`src/rtl/rbs_pkg.sv`:
```
package rbs_pkg;
  // Card address on A5..A2; arbitrary default, strapped per slot
  localparam logic [3:0]  CARD_ADDR_RST  = 4'hA;
  localparam int          ADDR_W         = 6;
  localparam int          BOARD_LSB      = 2;
  localparam int          BOARD_MSB      = 5;
  localparam logic [1:0]  SEL_STEER      = 2'h0;
  localparam logic [1:0]  SEL_DIAG       = 2'h1;
  localparam int          STEER_W        = 12;
  localparam logic [11:0] STEER_RST      = 12'h800;
  localparam int          DIAG_W         = 12;
  localparam int          CH_W           = 2;
  localparam logic [1:0]  CH_REF         = 2'h0;
  localparam logic [1:0]  CH_SUPPLY      = 2'h1;
  localparam logic [1:0]  CH_STEER       = 2'h2;
  localparam int          SYNC_STAGES    = 2;
  localparam logic [11:0] DIAG_RST       = 12'h000;
  localparam logic [4:0]  CNT_RST        = 5'h00;
endpackage

```
`src/rtl/rbs_decode.sv`:
```
// What this block does
// Match A5..A2 to card address first
// Decode A1..A0 into steering or diagnostic select
// Shift in 12-bit steering word, hold level
// Controller updates steering only at setup
// Digitised diagnostic values shift out over SPI
// Channels: reference, supply and steering samples
// One select at most, none without match
module rbs_decode (
  input  wire logic        clk_i,
  input  wire logic        rst_n_i,
  input  wire logic [3:0]  card_addr_i,
  input  wire logic [5:0]  addr_i,
  input  wire logic        spi_sclk_i,
  input  wire logic        spi_mosi_i,
  input  wire logic [1:0]  diag_ch_i,
  input  wire logic [11:0] ref_sample_i,
  input  wire logic [11:0] supply_sample_i,
  output logic             spi_miso_o,
  output logic             steer_sel_o,
  output logic             diag_sel_o,
  output logic [11:0]      steer_level_o,
  output logic             steer_update_o
);
  logic [5:0]  addr_s;
  logic        sclk_s;
  logic        mosi_s;
  logic        sclk_d1_q;
  logic [11:0] shift_q;
  logic [4:0]  cnt_q;
  logic [11:0] diag_q;
  logic        sel_prev_q;
  logic        diag_prev_q;

  rbs_sync #(.W(8)) u_sync (
    .clk_i   (clk_i),
    .rst_n_i (rst_n_i),
    .d_i     ({addr_i, spi_sclk_i, spi_mosi_i}),
    .q_o     ({addr_s, sclk_s, mosi_s})
  );

  wire board_hit  = (addr_s[rbs_pkg::BOARD_MSB:rbs_pkg::BOARD_LSB]
                     == card_addr_i);
  wire steer_hit  = board_hit
                    && (addr_s[1:0] == rbs_pkg::SEL_STEER);
  wire diag_hit   = board_hit
                    && (addr_s[1:0] == rbs_pkg::SEL_DIAG);
  wire sclk_rise  = sclk_s && !sclk_d1_q;
  wire sclk_fall  = !sclk_s && sclk_d1_q;
  // Diagnostic start has its own history so a read never restarts
  wire sel_start  = diag_sel_o && !diag_prev_q;
  // Word is applied only when at least twelve bits arrived, so a
  // stray deselect mid-word cannot pull the oscillator off frequency
  wire steer_done = sel_prev_q && !steer_sel_o
                    && (cnt_q == 5'(rbs_pkg::STEER_W));
  wire [11:0] diag_pick = (diag_ch_i == rbs_pkg::CH_REF) ? ref_sample_i :
                          (diag_ch_i == rbs_pkg::CH_SUPPLY) ?
                          supply_sample_i : steer_level_o;

  always_ff @(posedge clk_i or negedge rst_n_i) begin
    if (!rst_n_i) begin
      steer_sel_o <= 1'b0;
      diag_sel_o  <= 1'b0;
      sclk_d1_q   <= 1'b0;
      sel_prev_q  <= 1'b0;
      diag_prev_q <= 1'b0;
    end else begin
      steer_sel_o <= steer_hit;
      diag_sel_o  <= diag_hit;
      sclk_d1_q   <= sclk_s;
      sel_prev_q  <= steer_sel_o;
      diag_prev_q <= diag_sel_o;
    end
  end

  always_ff @(posedge clk_i or negedge rst_n_i) begin
    if (!rst_n_i) begin
      shift_q <= rbs_pkg::STEER_RST;
      cnt_q   <= rbs_pkg::CNT_RST;
    end else if (!steer_sel_o) begin
      cnt_q   <= rbs_pkg::CNT_RST;
    end else if (sclk_rise && cnt_q < 5'(rbs_pkg::STEER_W)) begin
      shift_q <= {shift_q[10:0], mosi_s};
      cnt_q   <= cnt_q + 5'h01;
    end
  end

  // Held level changes only on a complete word; updates are rare
  always_ff @(posedge clk_i or negedge rst_n_i) begin
    if (!rst_n_i) begin
      steer_level_o  <= rbs_pkg::STEER_RST;
      steer_update_o <= 1'b0;
    end else begin
      steer_update_o <= steer_done;
      if (steer_done) begin
        steer_level_o <= shift_q;
      end
    end
  end

  // Sample is latched at select so it stays stable while shifting out
  always_ff @(posedge clk_i or negedge rst_n_i) begin
    if (!rst_n_i) begin
      diag_q     <= rbs_pkg::DIAG_RST;
      spi_miso_o <= 1'b0;
    end else if (!diag_sel_o) begin
      diag_q     <= diag_pick;
      spi_miso_o <= 1'b0;
    end else if (sel_start || sclk_fall) begin
      spi_miso_o <= diag_q[11];
      diag_q     <= {diag_q[10:0], 1'b0};
    end
  end
endmodule

```
`src/rtl/rbs_sync.sv`:
```
module rbs_sync #(
  parameter int W = 1
) (
  input  wire logic         clk_i,
  input  wire logic         rst_n_i,
  input  wire logic [W-1:0] d_i,
  output logic      [W-1:0] q_o
);
  logic [W-1:0] meta_q;

  // First stage is read only by the second stage
  always_ff @(posedge clk_i or negedge rst_n_i) begin
    if (!rst_n_i) begin
      meta_q <= '0;
      q_o    <= '0;
    end else begin
      meta_q <= d_i;
      q_o    <= meta_q;
    end
  end
endmodule
```
`config.mk`:
```
export PLATFORM = sky130hd
export DESIGN_NAME = rbs_decode
export DESIGN_NICKNAME = d
export VERILOG_FILES = /design/src/rtl/rbs_pkg.sv /design/src/rtl/rbs_decode.sv /design/src/rtl/rbs_sync.sv
export SDC_FILE = /design/constraint.sdc
export NUM_CORES = 1
export LEC_CHECK = 0
export BUFFER_PORTS_ARGS = -buffer_cell sky130_fd_sc_hd__clkbuf_2
export CAP_MARGIN = 30
export CORE_ASPECT_RATIO = 1.4
export CORE_UTILIZATION = 36
export CTS_BUF_LIST = sky130_fd_sc_hd__clkbuf_16
export CTS_CLUSTER_SIZE = 14
export DETAILED_ROUTE_END_ITERATION = 8
export HOLD_SLACK_MARGIN = 0.1
export REMOVE_ABC_BUFFERS = 1
export SLEW_MARGIN = 30
export SYNTH_ARGS = -nofsm -noshare
export SYNTH_HDL_FRONTEND = slang
export SYNTH_SLANG_ARGS = --single-unit
```
`constraint.sdc`:
```
create_clock -name clk_i -period 2.1 [get_ports clk_i]
set_input_delay 0.21 -clock clk_i [delete_from_list [all_inputs] [get_ports clk_i]]
set_output_delay 0.21 -clock clk_i [all_outputs]
set_load 0.02 [all_outputs]
```
==> results.json <==
{
  "synth_top_family_by_area": "multiplexers",
  "dieArea_mm2": 0.00793,
  "yosysSeqAreaShare": 0.588,
  "grt_setup_unrepaired": "no",
  "p_seq_frac": 0.412,
  "drc": 0,
  "path_cells": "nor3b_4 > nand3_2 > mux2_4",
  "clock_latency_ns": 0.32,
  "p_per_area_mw_per_mm2": 886,
  "cpPeakStageDelay_ns": 0.43,
  "synth_flop_cell": "dfrtp_1",
  "yosysWarnings": 0,
  "cts_root_buf": "clkbuf_16",
  "nNetsFinal": 306,
  "dr.pass1.iters": 4,
  "tightestPinTransition_ns": 0.606,
  "crit_start": "cnt_q[4]$_DFFE_PN0P_",
  "setup_viol": 0,
  "status": "finished, final reports clean",
  "first_global_vias": 1800,
  "gp_congestion": 0.722,
  "die_h_um": 105,
  "die-width_um": 75.6,
  "core_mm2": 0.00736,
  "yosys.area_share.xor_xnor": 0.0128,
  "rows": 37,
  "grt_usage": 0.138,
  "drive_gt1_frac": 0.435,
  "peakVddDrop_uv": 480,
  "path_class": "register to register",
  "hp-start": "card_addr_i[0]",
  "cts_buffer_depth": 2,
  "cts_buffers": 9,
  "yosys.area.top_type": "dfrtp_1",
  "cp-end-kind": "register",
  "pwr-share-comb": 0.055,
  "period_minus_slack_ns": 1.61,
  "area_growth_pct": 30.0,
  "port_buffers": 55,
  "post-route-period-util": 0.768,
  "synth_mux_area_frac": 0.162,
  "synth_top_area_share": 0.569,
  "htree_num_levels": 3,
  "internal_power_w": 0.00253,
  "power_switching_w": 0.000614,
  "syn-cell-area_mm2": 0.00273,
  "syn_area_per_cell_um2": 14.0,
  "p_leak_nw": 1.71,
  "initial_core_util": 0.370,
  "drt_iter0_drc": 76,
  "pin_count": 56,
  "dp_hpwl_um": 3450,
  "wirelength_um": 4830,
  "maxCapViolations": 0,
  "vias": 1786,
  "critPathTopFamily": "simple AND/OR/NAND/NOR gates",
  "timing.critical_path.buf_inv": 0,
  "grt-ovfl-total": 0,
  "wl_per_cell_um": 13.2,
  "critPathMaxFanout": 12,
  "tns_ns": 0,
  "start_kind": "register",
  "slew_headroom": 0.596,
  "synth_adder_area_share": 0.00918,
  "synth-simple-area-share": 0.0766,
  "hp-class": "input pin to register",
  "netlist_instances": 195,
  "clkPwrFrac": 0.534,
  "final_core_util": 0.481,
  "ctsResizeCount": 0,
  "cts_sinks": 64,
  "drv_slew": 0,
  "synth_compound_area_frac": 0.122,
  "slowest_stage": "dfrtp_1",
  "cp_data_required_time_ns": 2.30,
  "grt_max_degree": 42,
  "antennaDiodeCount": 0,
  "synth-seq-cells": 64,
  "critPathArrivalTime_ns": 1.81,
  "antenna_found_initial": 0,
  "ant_nets": 0,
  "synth_async_sr_flop_share": 1.00,
  "grt_pass1_wl_um": 8120,
  "avgViaCountPerCell": 4.88,
  "yosys-top-cells-area": "dfrtp_1 57%, mux2_2 10%, mux2_4 5.5%, a2bb2oi_1 3.5%, a22oi_1 3.0%",
  "synth_edf_count": 0,
  "netSwitchingFraction": 0.195,
  "clock_skew_ns": 0.00630,
  "yosysUniqueCellTypes": 36,
  "max_clock_freq_ghz": 0.620,
  "clk_pin_slew_worst_paths_ns": 0.05,
  "finalHoldViolCount": 0,
  "reg2reg_from": "cnt_q[4]$_DFFE_PN0P_",
  "cts_tree": "built"
}
==> power by group through the flow <==
| stage | clock network (W) | logic [W] | registers [W] |
|---|---|---|---|
| finish | 0.00168 | 0.000172 | 0.00129 |
| global route | 0.00178 | 0.000197 | 0.00130 |
| global placement | 0 | 0.000160 | 0.00131 |
| detailed placement | 0 | 0.000163 | 0.00131 |
| CTS | 0.00172 | 0.000177 | 0.00129 |
| floorplan | 0 | 0.0000747 | 0.00131 |
==> cells by family (layout without fill, tap and decap cells) <==
family / count (synthesis) / count (layout)
simple gates: 30 / 30
fa+ha+maj: 2 / 2
buf+inv: 16 / 90
flops: 64 / 64
mux: 36 / 36
xor+xnor: 4 / 4
compound gates: 43 / 43
==> cell type report <==
cell class | count | area (um2)
sequential | 64 | 1600
multi-input combinational | 115 | 1040
tap | 97 | 121
timing repair buffer | 68 | 408
clock buffer | 9 | 225
clock inverter | 7 | 120
fill | 655 | 3820
inverter | 6 | 22.5
==> cells in the mapped netlist, types with 2 or more instances <==
cell	n
dfrtp_1	62
mux2_2	25
nand2b_1	12
a22oi_1	11
a2bb2oi_1	11
o211ai_1	11
mux2_4	10
inv_1	6
buf_2	4
clkbuf_1	4
nand2_1	3
nand3_1	3
o21ai_0	3
xnor2_1	3
a21oi_1	2
buf_6	2
dfstp_2	2
ha_1	2
nor2_1	2
==> flip-flops by register name, indices dropped and copies added, names as in the netlist <==
register,flops
cnt_q,5
diag_prev_q,1
diag_q,12
diag_sel_o,1
sclk_d1_q,1
sel_prev_q,1
shift_q,12
spi_miso_o,1
steer_level_o,12
steer_sel_o,1
steer_update_o,1
u_sync.meta_q,8
u_sync.q_o,8
==> routing by layer <==
layer / vias up / routed length (um) / GRT usage
li1: 852 / - / -
met1: 873 / 2050 / 0.159
met2: 55 / 2440 / 0.226
met3: 6 / 231 / 0.0347
met4: 0 / 102 / 0.0780
met5: - / 0 / 0
==> cells in the final DEF, fill, tap and decap left out, drive strengths merged, types with 2 or more instances in the layout <==
master        n
clkinv        3
inv           6
and2          3
a2bb2oi      11
clkbuf       64
mux2         35
dlygate4sd3   9
a22oi        11
a21oi         2
ha            2
nand2b       12
dfrtp        62
nor2          2
bufinv        3
o211ai       11
nand3         4
buf           4
dfstp         2
xnor2         3
o21ai         3
nand2         3
==> through the flow <==
stage	cells	hold slack (ns)	area, um2	total power (W)	setup WS [ns]
floorplan	185	-0.0856	2670	0.00139	0.253
global placement	341	0.248	3110	0.00147	0.549
detailed placement	341	0.252	3110	0.00148	0.481
CTS	366	0.253	3540	0.00319	0.463
global route	366	0.288	3540	0.00327	0.408
finish	366	0.247	3540	0.00314	0.487
==> worst min-delay path, cell delays in order <==
cell	delay, ns
clkbuf_2	0.09
xnor2_1	0.07
nand3_1	0.09
nor4b_1	0.06
==> path summary, 6_finish.rpt <==
check                           depth (start not counted)                       endpoint  slack, ns
worst max-delay path                                    3         shift_q[5]$_DFFE_PN0P_       0.49
worst min-delay path                                    4           diag_sel_o$_DFF_PN0_       0.25
worst max register to register                          3         shift_q[5]$_DFFE_PN0P_       0.49
worst min register to register                          0        u_sync.q_o[7]$_DFF_PN0_       0.34
max in group asynchronous                               3        shift_q[11]$_DFFE_PN1P_       0.97
min in group asynchronous                               2  steer_level_o[10]$_DFFE_PN0P_       0.44
==> what timing repair did <==
item                      CTS  global route
hold buffers                9             0
buffers inserted            0             0
hold endpoints to repair   30             0
No activity file was read; power rests on OpenSTA's default activity.
